==> config.mk <==
export PLATFORM = sky130hd
export DESIGN_NAME = afc_flow_ctrl
export DESIGN_NICKNAME = d
export VERILOG_FILES = /design/src/hw/afc_pkg.sv /design/src/hw/afc_flow_ctrl.sv /design/src/hw/afc_jam_timer.sv /design/src/hw/afc_pause_queue.sv
export VERILOG_INCLUDE_DIRS = /design/src /design/src/hw
export SDC_FILE = /design/constraint.sdc
export NUM_CORES = 1
export LEC_CHECK = 0
export BUFFER_PORTS_ARGS = -buffer_cell sky130_fd_sc_hd__buf_2
export CORE_UTILIZATION = 45
export DETAILED_ROUTE_END_ITERATION = 16
export PLACE_DENSITY = 0.77
export SKIP_LAST_GASP = 1
export SLEW_MARGIN = 20
export SYNTH_ARGS = -nofsm -noshare
export SYNTH_HDL_FRONTEND = slang
export SYNTH_SLANG_ARGS = --single-unit
==> constraint.sdc <==
create_clock -name sys_clk_in -period 9.9 [get_ports sys_clk_in]
set_clock_uncertainty 0.15 [all_clocks]
set_input_delay 0.99 -clock sys_clk_in [delete_from_list [all_inputs] [get_ports sys_clk_in]]
set_output_delay 0.99 -clock sys_clk_in [all_outputs]
set_load 0.03 [all_outputs]
==> src/hw/afc_params.svh <==
// constants of the receive automatic flow controller
`ifndef AFC_PARAMS_SVH
`define AFC_PARAMS_SVH

// ************************************************************
// register byte offsets
// ************************************************************
`define AFC_REG_CTRL        4'h0
`define AFC_REG_PAUSE       4'h4
`define AFC_REG_STATUS      4'h8

// ************************************************************
// reset values and the zero pause time
// ************************************************************
`define AFC_CTRL_RST        24'h000000
`define AFC_PAUSE_RST       16'h0000
`define AFC_ZERO_PAUSE      16'h0000

// ************************************************************
// status register field positions
// ************************************************************
`define AFC_ST_JAM          0
`define AFC_ST_PEND         1
`define AFC_ST_STATE_LSB    2
`define AFC_ST_FD           4
`define AFC_ST_SPEED        5
`define AFC_ST_FILL_LSB     16

// ************************************************************
// threshold unit: 64 bytes
// ************************************************************
`define AFC_UNIT_SHIFT      6

// ************************************************************
// jam durations, times in ns, counts in cycles
// ************************************************************
`define AFC_CLK_PERIOD_NS   50
`define AFC_JAM_T0_NS       5000
`define AFC_JAM_T1_NS       10000
`define AFC_JAM_T2_NS       15000
`define AFC_JAM_T3_NS       25000
`define AFC_JAM_STEP_NS     50000
`define AFC_JAM_10M_EXTRA_NS 2200
`define AFC_NS_TO_CYC(ns)   (((ns) + `AFC_CLK_PERIOD_NS - 1) / `AFC_CLK_PERIOD_NS)
`define AFC_JAM_T0_CYC      `AFC_NS_TO_CYC(`AFC_JAM_T0_NS)
`define AFC_JAM_T1_CYC      `AFC_NS_TO_CYC(`AFC_JAM_T1_NS)
`define AFC_JAM_T2_CYC      `AFC_NS_TO_CYC(`AFC_JAM_T2_NS)
`define AFC_JAM_T3_CYC      `AFC_NS_TO_CYC(`AFC_JAM_T3_NS)
`define AFC_JAM_STEP_CYC    `AFC_NS_TO_CYC(`AFC_JAM_STEP_NS)
`define AFC_JAM_EXTRA_CYC   `AFC_NS_TO_CYC(`AFC_JAM_10M_EXTRA_NS)
`define AFC_JAM_STEP_BASE   3
`define AFC_JAM_CODE_MAX    15

`endif

==> src/hw/afc_pkg.sv <==
// types of the receive automatic flow controller
package afc_pkg;

  // control word, laid out as in the control register
  typedef struct packed {
    logic [7:0] high_thr;
    logic [7:0] low_thr;
    logic [3:0] jam_duration_code;
    logic       trigger_on_multicast;
    logic       trigger_on_broadcast;
    logic       trigger_on_own_address;
    logic       trigger_on_any_frame;
  } afc_ctrl_t;

  // receive-side events, one-cycle pulses from the receive mac
  typedef struct packed {
    logic preamble;
    logic dest_valid;
    logic dest_multicast;
    logic dest_broadcast;
    logic dest_own;
  } afc_rx_evt_t;

  // pause frame request towards the mac transmitter
  typedef struct packed {
    logic        req;
    logic [15:0] pause_time;
  } afc_pause_t;

  typedef enum logic [1:0] {
    AFC_IDLE       = 2'b00,
    AFC_REQ_PAUSE  = 2'b01,
    AFC_PAUSED     = 2'b11,
    AFC_REQ_RESUME = 2'b10
  } afc_fd_state_t;

endpackage
==> src/hw/afc_flow_ctrl.sv <==
// receive automatic flow controller with avalon-mm register slave
//
// Function
// - any-frame mode jams once threshold reached and a frame arrives, or pauses at threshold alone in full duplex
// - full-duplex flow control only with any-frame set and full-duplex link
// - half-duplex any-frame: no address check, jam at next valid preamble
// - full-duplex any-frame: request pause at once on reaching threshold
// - pause request held pending, sent when transmitter idle, never aborts
// - any-frame overrides multicast, broadcast and own-address selections
// - duration code picks jam time; 10 Mb/s adds 2.2 us
// - high threshold counts in 64-byte units of receive fill
// - one pause frame per crossing, carrying programmed pause time
// - jam lasts coded duration; code unused in full duplex
// - after a pause, send zero-time pause once fill drops below low
`timescale 1ns/1ps
`default_nettype none
`include "afc_params.svh"
module afc_flow_ctrl import afc_pkg::*; #(
  parameter int FILL_W          = 14,
  parameter int JAM_CNT_W       = 14,
  parameter int JAM_STEP_CYCLES = `AFC_JAM_STEP_CYC
) (
  input  wire logic              sys_clk_in,
  input  wire logic              reset_n_in,
  input  wire logic              ce_in,
  // avalon-mm slave
  input  wire logic [3:0]        avs_address_in,
  input  wire logic              avs_read_in,
  input  wire logic              avs_write_in,
  input  wire logic [31:0]       avs_writedata_in,
  input  wire logic [3:0]        avs_byteenable_in,
  output logic [31:0]            avs_readdata_out,
  output logic                   avs_waitrequest_out,
  // link and receive side
  input  wire logic              full_duplex_in,
  input  wire logic              speed_100_in,
  input  wire logic [FILL_W-1:0] rx_fill_in,
  input  wire afc_rx_evt_t       rx_evt_in,
  // mac transmit side
  input  wire logic              tx_busy_in,
  input  wire logic              pause_ack_in,
  output afc_pause_t             pause_out,
  output logic                   jam_out
);

  // ************************************************************
  // elaboration checks
  // ************************************************************
  if (FILL_W < 14) begin : g_fill_chk
    $error("fill width too small for 8-bit threshold in 64-byte units");
  end
  if (JAM_STEP_CYCLES * 12 + `AFC_JAM_EXTRA_CYC >= 2 ** JAM_CNT_W) begin : g_jam_chk
    $error("jam counter too narrow for longest duration");
  end
  if (JAM_STEP_CYCLES < 1) begin : g_step_chk
    $error("jam step must be at least one cycle");
  end

  // ************************************************************
  // declarations
  // ************************************************************
  afc_ctrl_t          ctrl;
  logic [15:0]        pause_time_value;
  logic               bus_ack;
  logic               bus_req;
  logic [31:0]        next_rdata;
  logic [31:0]        ctrl_merged;
  logic [31:0]        pause_merged;
  afc_fd_state_t      state;
  afc_fd_state_t      next_state;
  logic               fd_active;
  logic               hi_reached;
  logic               below_lo;
  logic [FILL_W-1:0]  hi_bytes;
  logic [FILL_W-1:0]  lo_bytes;
  logic               hd_frame_match;
  logic               hd_trig;
  logic               pause_load;
  logic [15:0]        pause_load_time;
  logic               pause_pending;
  logic               jam_active;
  logic [JAM_CNT_W-1:0] jam_count;

  // ************************************************************
  // avalon-mm slave: one wait cycle, then answer
  // ************************************************************
  function automatic logic [31:0] be_merge(input logic [31:0] old_v,
                                           input logic [31:0] new_v,
                                           input logic [3:0]  be);
    logic [31:0] res;
    res = old_v;
    for (int i = 0; i < 4; i++) begin
      if (be[i]) begin
        res[i*8 +: 8] = new_v[i*8 +: 8];
      end
    end
    return res;
  endfunction

  assign bus_req             = avs_read_in || avs_write_in;
  assign avs_waitrequest_out = bus_req && !bus_ack;

  always_ff @(posedge sys_clk_in) begin
    if (!reset_n_in) begin
      bus_ack <= 1'b0;
    end else if (ce_in) begin
      bus_ack <= bus_req && !bus_ack;
    end
  end

  always_comb begin
    next_rdata = 32'h00000000;
    unique case (avs_address_in)
      `AFC_REG_CTRL:   next_rdata = {8'h00, ctrl};
      `AFC_REG_PAUSE:  next_rdata = {16'h0000, pause_time_value};
      `AFC_REG_STATUS: begin
        next_rdata[`AFC_ST_JAM]                    = jam_active;
        next_rdata[`AFC_ST_PEND]                   = pause_pending;
        next_rdata[`AFC_ST_STATE_LSB +: 2]         = state;
        next_rdata[`AFC_ST_FD]                     = full_duplex_in;
        next_rdata[`AFC_ST_SPEED]                  = speed_100_in;
        next_rdata[`AFC_ST_FILL_LSB +: FILL_W]     = rx_fill_in;
      end
      default:         next_rdata = 32'h00000000;
    endcase
  end

  // read data captured in the wait cycle, stable on the answering edge
  always_ff @(posedge sys_clk_in) begin
    if (!reset_n_in) begin
      avs_readdata_out <= 32'h00000000;
    end else if (ce_in && avs_read_in && !bus_ack) begin
      avs_readdata_out <= next_rdata;
    end
  end

  assign ctrl_merged  = be_merge({8'h00, ctrl}, avs_writedata_in, avs_byteenable_in);
  assign pause_merged = be_merge({16'h0000, pause_time_value}, avs_writedata_in,
                                 avs_byteenable_in);

  always_ff @(posedge sys_clk_in) begin
    if (!reset_n_in) begin
      ctrl <= afc_ctrl_t'(`AFC_CTRL_RST);
    end else if (ce_in && avs_write_in && bus_ack && avs_address_in == `AFC_REG_CTRL) begin
      ctrl <= afc_ctrl_t'(ctrl_merged[23:0]);
    end
  end

  always_ff @(posedge sys_clk_in) begin
    if (!reset_n_in) begin
      pause_time_value <= `AFC_PAUSE_RST;
    end else if (ce_in && avs_write_in && bus_ack && avs_address_in == `AFC_REG_PAUSE) begin
      pause_time_value <= pause_merged[15:0];
    end
  end

  // ************************************************************
  // thresholds
  // ************************************************************
  assign hi_bytes   = FILL_W'({ctrl.high_thr, {`AFC_UNIT_SHIFT{1'b0}}});
  assign lo_bytes   = FILL_W'({ctrl.low_thr, {`AFC_UNIT_SHIFT{1'b0}}});
  assign hi_reached = (rx_fill_in >= hi_bytes);
  assign below_lo   = (rx_fill_in < lo_bytes);
  assign fd_active  = ctrl.trigger_on_any_frame && full_duplex_in;

  // ************************************************************
  // half duplex: jam trigger
  // ************************************************************
  always_comb begin
    if (ctrl.trigger_on_any_frame) begin
      hd_frame_match = rx_evt_in.preamble;
    end else begin
      hd_frame_match = rx_evt_in.dest_valid &&
                       ((ctrl.trigger_on_multicast && rx_evt_in.dest_multicast) ||
                        (ctrl.trigger_on_broadcast && rx_evt_in.dest_broadcast) ||
                        (ctrl.trigger_on_own_address && rx_evt_in.dest_own));
    end
  end

  assign hd_trig = !full_duplex_in && hi_reached && hd_frame_match;

  afc_jam_timer #(
    .CNT_W        (JAM_CNT_W),
    .STEP_CYC     (JAM_STEP_CYCLES)
  ) u_jam (
    .sys_clk_in   (sys_clk_in),
    .reset_n_in   (reset_n_in),
    .ce_in        (ce_in),
    .start_in     (hd_trig),
    .code_in      (ctrl.jam_duration_code),
    .speed_100_in (speed_100_in),
    .active_out   (jam_active),
    .count_out    (jam_count)
  );

  assign jam_out = jam_active;

  // ************************************************************
  // full duplex: pause state machine
  // ************************************************************
  always_comb begin
    next_state      = state;
    pause_load      = 1'b0;
    pause_load_time = pause_time_value;
    unique case (state)
      AFC_IDLE: begin
        if (fd_active && hi_reached) begin
          pause_load = 1'b1;
          next_state = AFC_REQ_PAUSE;
        end
      end
      AFC_REQ_PAUSE: begin
        if (!pause_pending) begin
          next_state = AFC_PAUSED;
        end
      end
      AFC_PAUSED: begin
        if (!fd_active) begin
          next_state = AFC_IDLE;
        end else if (below_lo) begin
          pause_load      = 1'b1;
          pause_load_time = `AFC_ZERO_PAUSE;
          next_state      = AFC_REQ_RESUME;
        end
      end
      AFC_REQ_RESUME: begin
        if (!pause_pending) begin
          next_state = AFC_IDLE;
        end
      end
    endcase
  end

  always_ff @(posedge sys_clk_in) begin
    if (!reset_n_in) begin
      state <= AFC_IDLE;
    end else if (ce_in) begin
      state <= next_state;
    end
  end

  afc_pause_queue u_pause (
    .sys_clk_in    (sys_clk_in),
    .reset_n_in    (reset_n_in),
    .ce_in         (ce_in),
    .load_in       (pause_load),
    .pause_time_in (pause_load_time),
    .tx_busy_in    (tx_busy_in),
    .ack_in        (pause_ack_in),
    .pause_out     (pause_out),
    .pending_out   (pause_pending)
  );

  // ************************************************************
  // assertions
  // ************************************************************
  any_jam_a: assert property (@(posedge sys_clk_in) disable iff (!reset_n_in)
    ce_in && ctrl.trigger_on_any_frame && !full_duplex_in && hi_reached &&
    rx_evt_in.preamble |=> jam_out && jam_count != '0)
    else $error("any-frame preamble above threshold did not start jam");
  fd_gate_a: assert property (@(posedge sys_clk_in) disable iff (!reset_n_in)
    ce_in && state == AFC_IDLE && !fd_active |=> state == AFC_IDLE && !pause_pending)
    else $error("pause started without full-duplex any-frame mode");
  preamble_act_a: assert property (@(posedge sys_clk_in) disable iff (!reset_n_in)
    ce_in && ctrl.trigger_on_any_frame && !full_duplex_in && hi_reached &&
    rx_evt_in.preamble && !rx_evt_in.dest_valid |-> hd_trig)
    else $error("any-frame jam waited for address decode");
  fd_pause_now_a: assert property (@(posedge sys_clk_in) disable iff (!reset_n_in)
    ce_in && state == AFC_IDLE && fd_active && hi_reached |=>
    state == AFC_REQ_PAUSE && pause_pending && pause_out.pause_time == $past(pause_time_value))
    else $error("threshold reached without immediate pause request");
  any_override_a: assert property (@(posedge sys_clk_in) disable iff (!reset_n_in)
    ctrl.trigger_on_any_frame && !rx_evt_in.preamble |-> !hd_trig)
    else $error("selective trigger acted while any-frame set");
  hi_units_a: assert property (@(posedge sys_clk_in) disable iff (!reset_n_in)
    ce_in && state == AFC_IDLE && fd_active &&
    {2'b00, rx_fill_in} < {ctrl.high_thr, 8'h00} >> 2 |=> state == AFC_IDLE)
    else $error("pause before fill reached 64-byte threshold");
  one_pause_a: assert property (@(posedge sys_clk_in) disable iff (!reset_n_in)
    ce_in && state == AFC_PAUSED && fd_active && !below_lo |=>
    state == AFC_PAUSED && !pause_pending)
    else $error("second pause frame in one crossing");
  fd_no_jam_a: assert property (@(posedge sys_clk_in) disable iff (!reset_n_in)
    full_duplex_in |-> !hd_trig)
    else $error("jam started in full duplex");
  resume_zero_a: assert property (@(posedge sys_clk_in) disable iff (!reset_n_in)
    ce_in && state == AFC_PAUSED && fd_active && below_lo |=>
    state == AFC_REQ_RESUME ##0 pause_out.pause_time == 16'h0000 && pause_pending)
    else $error("no zero-time pause after fill fell below low");

  jam_seen_c:     cover property (@(posedge sys_clk_in) disable iff (!reset_n_in)
    $rose(jam_out));
  pause_cycle_c:  cover property (@(posedge sys_clk_in) disable iff (!reset_n_in)
    state == AFC_PAUSED ##[1:1000] state == AFC_REQ_RESUME ##[1:1000] state == AFC_IDLE);
  deferred_tx_c:  cover property (@(posedge sys_clk_in) disable iff (!reset_n_in)
    pause_pending && tx_busy_in ##1 pause_out.req);
  bus_write_c:    cover property (@(posedge sys_clk_in) disable iff (!reset_n_in)
    avs_write_in && !avs_waitrequest_out);

endmodule
`default_nettype wire

==> src/hw/afc_jam_timer.sv <==
// half-duplex backpressure duration timer
`timescale 1ns/1ps
`default_nettype none
`include "afc_params.svh"
module afc_jam_timer import afc_pkg::*; #(
  parameter int CNT_W     = 14,
  parameter int STEP_CYC  = `AFC_JAM_STEP_CYC
) (
  input  wire logic             sys_clk_in,
  input  wire logic             reset_n_in,
  input  wire logic             ce_in,
  input  wire logic             start_in,
  input  wire logic [3:0]       code_in,
  input  wire logic             speed_100_in,
  output logic                  active_out,
  output logic [CNT_W-1:0]      count_out
);

  logic [CNT_W-1:0] count;
  logic [CNT_W-1:0] next_load;

  // ************************************************************
  // duration lookup
  // ************************************************************
  function automatic int jam_cycles(input logic [3:0] code, input logic fast);
    int base;
    unique case (code)
      4'h0:    base = `AFC_JAM_T0_CYC;
      4'h1:    base = `AFC_JAM_T1_CYC;
      4'h2:    base = `AFC_JAM_T2_CYC;
      4'h3:    base = `AFC_JAM_T3_CYC;
      default: base = STEP_CYC * (int'(code) - `AFC_JAM_STEP_BASE);
    endcase
    return fast ? base : base + `AFC_JAM_EXTRA_CYC;
  endfunction

  assign next_load = CNT_W'(jam_cycles(code_in, speed_100_in));

  // ************************************************************
  // counter
  // ************************************************************
  always_ff @(posedge sys_clk_in) begin
    if (!reset_n_in) begin
      count <= '0;
    end else if (ce_in) begin
      if (start_in) begin
        count <= next_load;
      end else if (count != '0) begin
        count <= count - CNT_W'(1);
      end
    end
  end

  assign active_out = (count != '0);
  assign count_out  = count;

  jam_load_a: assert property (@(posedge sys_clk_in) disable iff (!reset_n_in)
    ce_in && start_in && code_in == 4'h0 && speed_100_in |=> count == CNT_W'(100))
    else $error("jam code 0 at 100M did not load 5 us");
  jam_slow_a: assert property (@(posedge sys_clk_in) disable iff (!reset_n_in)
    ce_in && start_in && code_in == 4'h0 && !speed_100_in |=> count == CNT_W'(144))
    else $error("jam code 0 at 10M did not load 7.2 us");

endmodule
`default_nettype wire

==> src/hw/afc_pause_queue.sv <==
// pending pause frame request held until the transmitter is free
`timescale 1ns/1ps
`default_nettype none
`include "afc_params.svh"
module afc_pause_queue import afc_pkg::*; (
  input  wire logic        sys_clk_in,
  input  wire logic        reset_n_in,
  input  wire logic        ce_in,
  input  wire logic        load_in,
  input  wire logic [15:0] pause_time_in,
  input  wire logic        tx_busy_in,
  input  wire logic        ack_in,
  output afc_pause_t       pause_out,
  output logic             pending_out
);

  logic        pending;
  logic [15:0] held_time;

  // ************************************************************
  // pending flag, load wins over ack
  // ************************************************************
  always_ff @(posedge sys_clk_in) begin
    if (!reset_n_in) begin
      pending <= 1'b0;
    end else if (ce_in) begin
      if (load_in) begin
        pending <= 1'b1;
      end else if (ack_in && pause_out.req) begin
        pending <= 1'b0;
      end
    end
  end

  always_ff @(posedge sys_clk_in) begin
    if (!reset_n_in) begin
      held_time <= `AFC_PAUSE_RST;
    end else if (ce_in && load_in) begin
      held_time <= pause_time_in;
    end
  end

  // offered only between frames so a running transmission is never cut
  assign pause_out.req        = pending && !tx_busy_in;
  assign pause_out.pause_time = held_time;
  assign pending_out          = pending;

  no_abort_a: assert property (@(posedge sys_clk_in) disable iff (!reset_n_in)
    tx_busy_in |-> !pause_out.req)
    else $error("pause offered while transmitter busy");
  hold_pend_a: assert property (@(posedge sys_clk_in) disable iff (!reset_n_in)
    ce_in && pending && !(ack_in && pause_out.req) |=> pending)
    else $error("pause request dropped before acceptance");

endmodule
`default_nettype wire

# Word level (Yosys, flattened, before mapping)
# Cells that the tools add are included.
[classes] eq_ne=12 mul=1 add_sub_neg=3 reduce_logical=38 mux=23 order_cmp=2
[op_table] op="one-hot mux 14 bit (4 select lines)" count=1
[op_table] op="two-way mux 16 bit" count=3
[op_table] op="two-way mux 14 bit" count=3
[op_table] op="one-hot mux 14 bit (2 select lines)" count=1
[op_table] op="one-hot mux 10 bit (2 select lines)" count=1
[op_table] op="logical AND 1 bit" count=18
[op_table] op="one-hot mux 6 bit (3 select lines)" count=1
[op_table] op="adder 14 x 7 -> 14 bit (second input constant)" count=1
[op_table] op="greater-or-equal comparator 14 bit" count=1
[op_table] op="less-than comparator 14 bit" count=1
[op_table] op="AND reduction 2 bit" count=7
[op_table] op="nonzero test 14 bit" count=1
[op_table] op="subtractor 14 x 1 -> 14 bit (second input constant)" count=1
[op_table] op="multiplier 8 x 5 -> 11 bit (first input constant)" count=1
[op_table] op="two-way mux 2 bit" count=5
[op_table] op="== test 4 x 2 -> 1 bit (second input constant)" count=2
[op_table] op="logical NOT 4 bit" count=2
[op_table] op="one-hot mux 2 bit (4 select lines)" count=1
[op_table] op="two-way mux 1 bit" count=6
[op_table] op="inequality test 2 bit (second input constant)" count=3
[op_table] op="AND reduction 5 bit" count=1
[op_table] op="subtractor 4 x 2 -> 5 bit (second input constant)" count=1
[op_table] op="== test 2 bit (second input constant)" count=2
[op_table] op="== test 4 x 1 -> 1 bit (second input constant)" count=1
[op_table] op="other kinds (9)" count=14
[totals] inputBits=68 ff_bits=104 output_inout_bits=51

# Depth between registers and ports, before layout
[logic_depth] word_depth=8 ltp_mapped=17 mapped_depth_nobuf=16

# Hierarchy
# Synthesis repeated with hierarchy kept, for this count alone.
[unflattened] hier_cells=707 area_unflattened_um2=6253.5
[modules_own_cells] module="afc_flow_ctrl" n_inst=1 area_each_um2=3667.3 seq_area_each_um2=1461.4 cells_each=394
[modules_own_cells] module="afc_jam_timer" n_inst=1 area_each_um2=1831.8 seq_area_each_um2=280.3 cells_each=236
[modules_own_cells] module="afc_pause_queue" n_inst=1 area_each_um2=754.5 seq_area_each_um2=340.3 cells_each=77

# Worst setup path after synthesis
# No wires, ideal clock.
[synth_path] kind="register to register" from="register ctrl[4] in the netlist's numbering" to="register u_jam.count[9] (netlist: u_jam.count_out[9])" stages_incl_launch_ff=17 t_arrival_ns=3.862 synth_period_minus_slack_ns=4.133 required_time_ns=9.628 path_slack_ns=5.767 cell_sequence="dfxtp_1 > clkbuf_1 > inv_1 > ha_1 > xor2_1 > xnor2_1 > ha_1 > inv_1 > fa_1 > inv_1 > ha_1 > fa_1 > o21ai_0 > a2111oi_2 > xnor2_1 > nand3_1 > o311a_1"
[synth_between] elab_chain_cells=6 word_cells_on_any_way=10 classes_between="2 x add/sub; 1 x mul; 3 x eq/ne; 3 x mux; 1 x reduce/logical"
[synth_rtl] element="from (decl)" line="afc_flow_ctrl.sv:62" source="afc_ctrl_t ctrl;"
[synth_rtl] element="from (signal assigned)" line="afc_flow_ctrl.sv:143" source="ctrl <= afc_ctrl_t'(`AFC_CTRL_RST);"
[synth_rtl] element="from (signal assigned)" line="afc_flow_ctrl.sv:145" source="ctrl <= afc_ctrl_t'(ctrl_merged[23:0]);"
[synth_rtl] element="subtractor 4 x 2 -> 5 bit (no line)"
[synth_rtl] element="multiplier 8 x 5 -> 11 bit" line="afc_jam_timer.sv:32" source="default: base = STEP_CYC * (int'(code) - `AFC_JAM_STEP_BASE);"
[synth_rtl] element="one-hot mux 14 bit (4 select lines) *" line="afc_jam_timer.sv:27" source="unique case (code)"
[synth_rtl] element="adder 14 x 7 -> 14 bit (no line)"
[synth_rtl] element="two-way mux 14 bit (no line) *"
[synth_rtl] element="two-way mux 14 bit *" line="afc_jam_timer.sv:46" source="if (start_in) begin"
[synth_rtl] element="to (signal assigned)" line="afc_jam_timer.sv:47" source="count <= next_load;"
[synth_rtl] element="to (signal assigned)" line="afc_jam_timer.sv:49" source="count <= count - CNT_W'(1);"
[synth_rtl] element="to (decl)" line="afc_jam_timer.sv:19" source="logic [CNT_W-1:0] count;"
# Every way passes the cells marked *; elsewhere a longest branch is shown, timed or not.
# A chain may end at the register's enable or synchronous reset.

# Final worst setup path
[layout_path] from="register ctrl[4] in the netlist's numbering" to="register u_jam.count[11] (netlist: u_jam.count_out[11])"
# The elaborated chain is that of the path after synthesis.

==> qor.yml <==
finalSetupViolCount: 0
timing.slew.headroom: 0.3941
yosys.area.top_type: "dfxtp_1"
syn2layout_area_growth_pct: 15.63
maxSlewViolCount: 0
swShare: 0.3212
min_period_ns: 4.456
ys_seq_area_frac: 0.3492
grt_setup_unrepaired: "no"
grt_util_all_layers: 0.2221
root_buffer: "clkbuf_16"
max_stage_delay_ns: 0.54
fillers: 1172
status: "complete, no violations"
grt_pass1_vias: 4615
synth_top_cell_area_share: 0.3492
min_path_type: "flop to flop"
hold_violations: 0
rows: 41
seq_area_um2: 2082
antenna_found_initial: 0
vias_per_cell: 5.571
chipWidth_um: 117.1
synthArstFlopShare: 0
internal_power_uw: 839.9
clock.fmax_ghz: 0.2244
maxCapViolCount: 0
fin_crit_sh: 0.4501
synth_cell_types: 76
critPathArrivalTime_ns: 4.52
start_kind: "flop"
drt-initial-drc-count: 452
combPwrFrac: 0.294
yosys_warnings: 0
syn_area_um2: 5962
nNetsFinal: 880
ys.flop_type: "dfxtp_1"
drtPass1Iterations: 5
setup_tns_ns: 0
drt-total-wl_um: 15060
die_h_um: 117.1
worstPathCellList: "inv_1 -> ha_1 -> xor2_1 -> xnor2_1 -> ha_1 -> inv_1 -> fa_1 -> inv_1 -> ha_1 -> fa_1 -> o21ai_0 -> a2111oi_2 -> nand2_1 -> xnor2_1 -> o32ai_1"
drc: 0
clockBufferDepth: 2
path_buf_inv: 3
synth_cells: 689
crit_required_ns: 9.96
core-area_um2: 12770
cpLargestDelayFamily: "adder cells"
n_antenna_cell: 0
synth-edff-count: 0
ios: 119
synth_commonest_cells: "104 x dfxtp_1, 79 x nor2_1, 55 x mux2i_1, 55 x nand2_1, 45 x inv_1"
worstMarginPinSlew_ns: 0.9059
cts_tree: "done"
ir_drop_uv: 100.1
grt_pass1_wl_um: 23620
clock-sinks: 104
portBuffers: 107
synth_area_leaders: "dfxtp_1 35%, mux2i_1 9.2%, ha_1 8.0%, nor2_1 5.0%, nand2_1 3.5%"
ys_ff_latch: 104
grt_max_degree: 47
start_util: 0.4667
vias: 5259
postCtsSetupRepairBufs: 0
post-place-ws_ns: 5.464
cts_resized: 0
switchingPower_uw: 397.4
power_density_nw_per_um2: 179.5
p_clk_frac: 0.316
h-tree-depth: 3
seqPwrFrac: 0.390
slowest_stage: "dfxtp_1"
worst-path-max-fanout: 10
cts_made_buffers: 9
hpwl_um: 10980
syn_avg_cell_area_um2: 8.653
leakage_nw: 2.882
die_area_um2: 13710
wl_per_cell_um: 15.96
postCtsHoldBufs: 0
layout-drive-gt1-share: 0.1969
criticalPathCategory: "flop to flop"
grt_overflow_total: 0
multi_input_area_um2: 3522
crit_path_end_kind: "flop"
synth_most_common_cell: "dfxtp_1"
path_clk_slew_ns: 0.07
gp_congestion: 0.8818
clock_latency_ns: 0.34
finalWorstSetupSlack_ns: 5.444
ant_nets: 0
cell families after synthesis:
kind of cell             synth area share
flip-flops                         0.3492
AO/OA/AOI/OAI                      0.1618
adder cells (fa/ha/maj)           0.09990
XOR/XNOR                          0.02644
buffers and inverters             0.06632
AND/OR/NAND/NOR                    0.1996
other                           0.0006290
multiplexers                      0.09612
path summary, 6_finish.rpt:
path                   startpoint                   end  slack, ns  cells after the start
max                       ctrl[4]   u_jam.count_out[11]       5.44                     15
min          u_pause.held_time[0]  u_pause.held_time[0]       0.30                      2
max reg2reg               ctrl[4]   u_jam.count_out[11]       5.44                     15
min reg2reg  u_pause.held_time[0]  u_pause.held_time[0]       0.30                      2
flip-flops by register name (all words and copies together) (netlist names):
register and cells:
u_jam.count_out 14, bus_ack 1, u_pause.pending_out 1, pause_time_value 16, u_pause.held_time 16, ctrl 24
state 2, avs_readdata_out 30
area by class of cell:
cell class,count,share of cell area
clock buffers,11,0.03666
clock inverters,4,0.01125
inverters,47,0.02595
multi-input cells,495,0.5109
flip-flops and latches,104,0.3020
well taps,172,0.03122
repair buffers,111,0.08203
power by group through the flow:
stage | logic (mW) | clock network, mW | registers, mW
after detailed placement | 0.361 | 0 | 0.491
after global placement | 0.357 | 0 | 0.490
after global routing | 0.404 | 0.409 | 0.488
after floorplan | 0.280 | 0 | 0.494
after CTS | 0.363 | 0.395 | 0.482
final | 0.363 | 0.391 | 0.483
per-layer routing:
layer	vias up	track usage	wire length, um
li1	2604	-	-
met1	2465	0.3331	7255
met2	179	0.3306	6600
met3	11	0.04119	1072
met4	0	0.04557	134
met5	-	0	0
metrics by stage:
stage	hold slack (ns)	area, um^2	total power [mW]	utilization	cells
2_1_floorplan	0.2938	5966	0.7736	-	690
3_3_place_gp	0.2914	6551	0.8470	0.5129	929
3_5_place_dp	0.2968	6551	0.8518	0.5129	929
4_1_cts	0.3068	6882	1.239	0.5387	944
5_1_grt	0.3228	6894	1.300	0.5397	944
6_report	0.3038	6894	1.237	0.5397	944
placed cells by master, fill, tap and decap left out, drive strengths merged, types with 20 or more instances in the layout:
master and instances:
dfxtp 104, nand2 56, nand3 25, ha 38, nor3 29, buf 111, mux2i 55, o21ai 21
a221oi 20, a21oi 34, inv 47, nor2 80
tightest hold or removal path, delay by kind of cell (launching register included):
kind,cells,cell delay [ns]
flops,1,0.31
mux,1,0.05
simple gates,1,0.05
No activity file was read; power rests on OpenSTA's default activity.
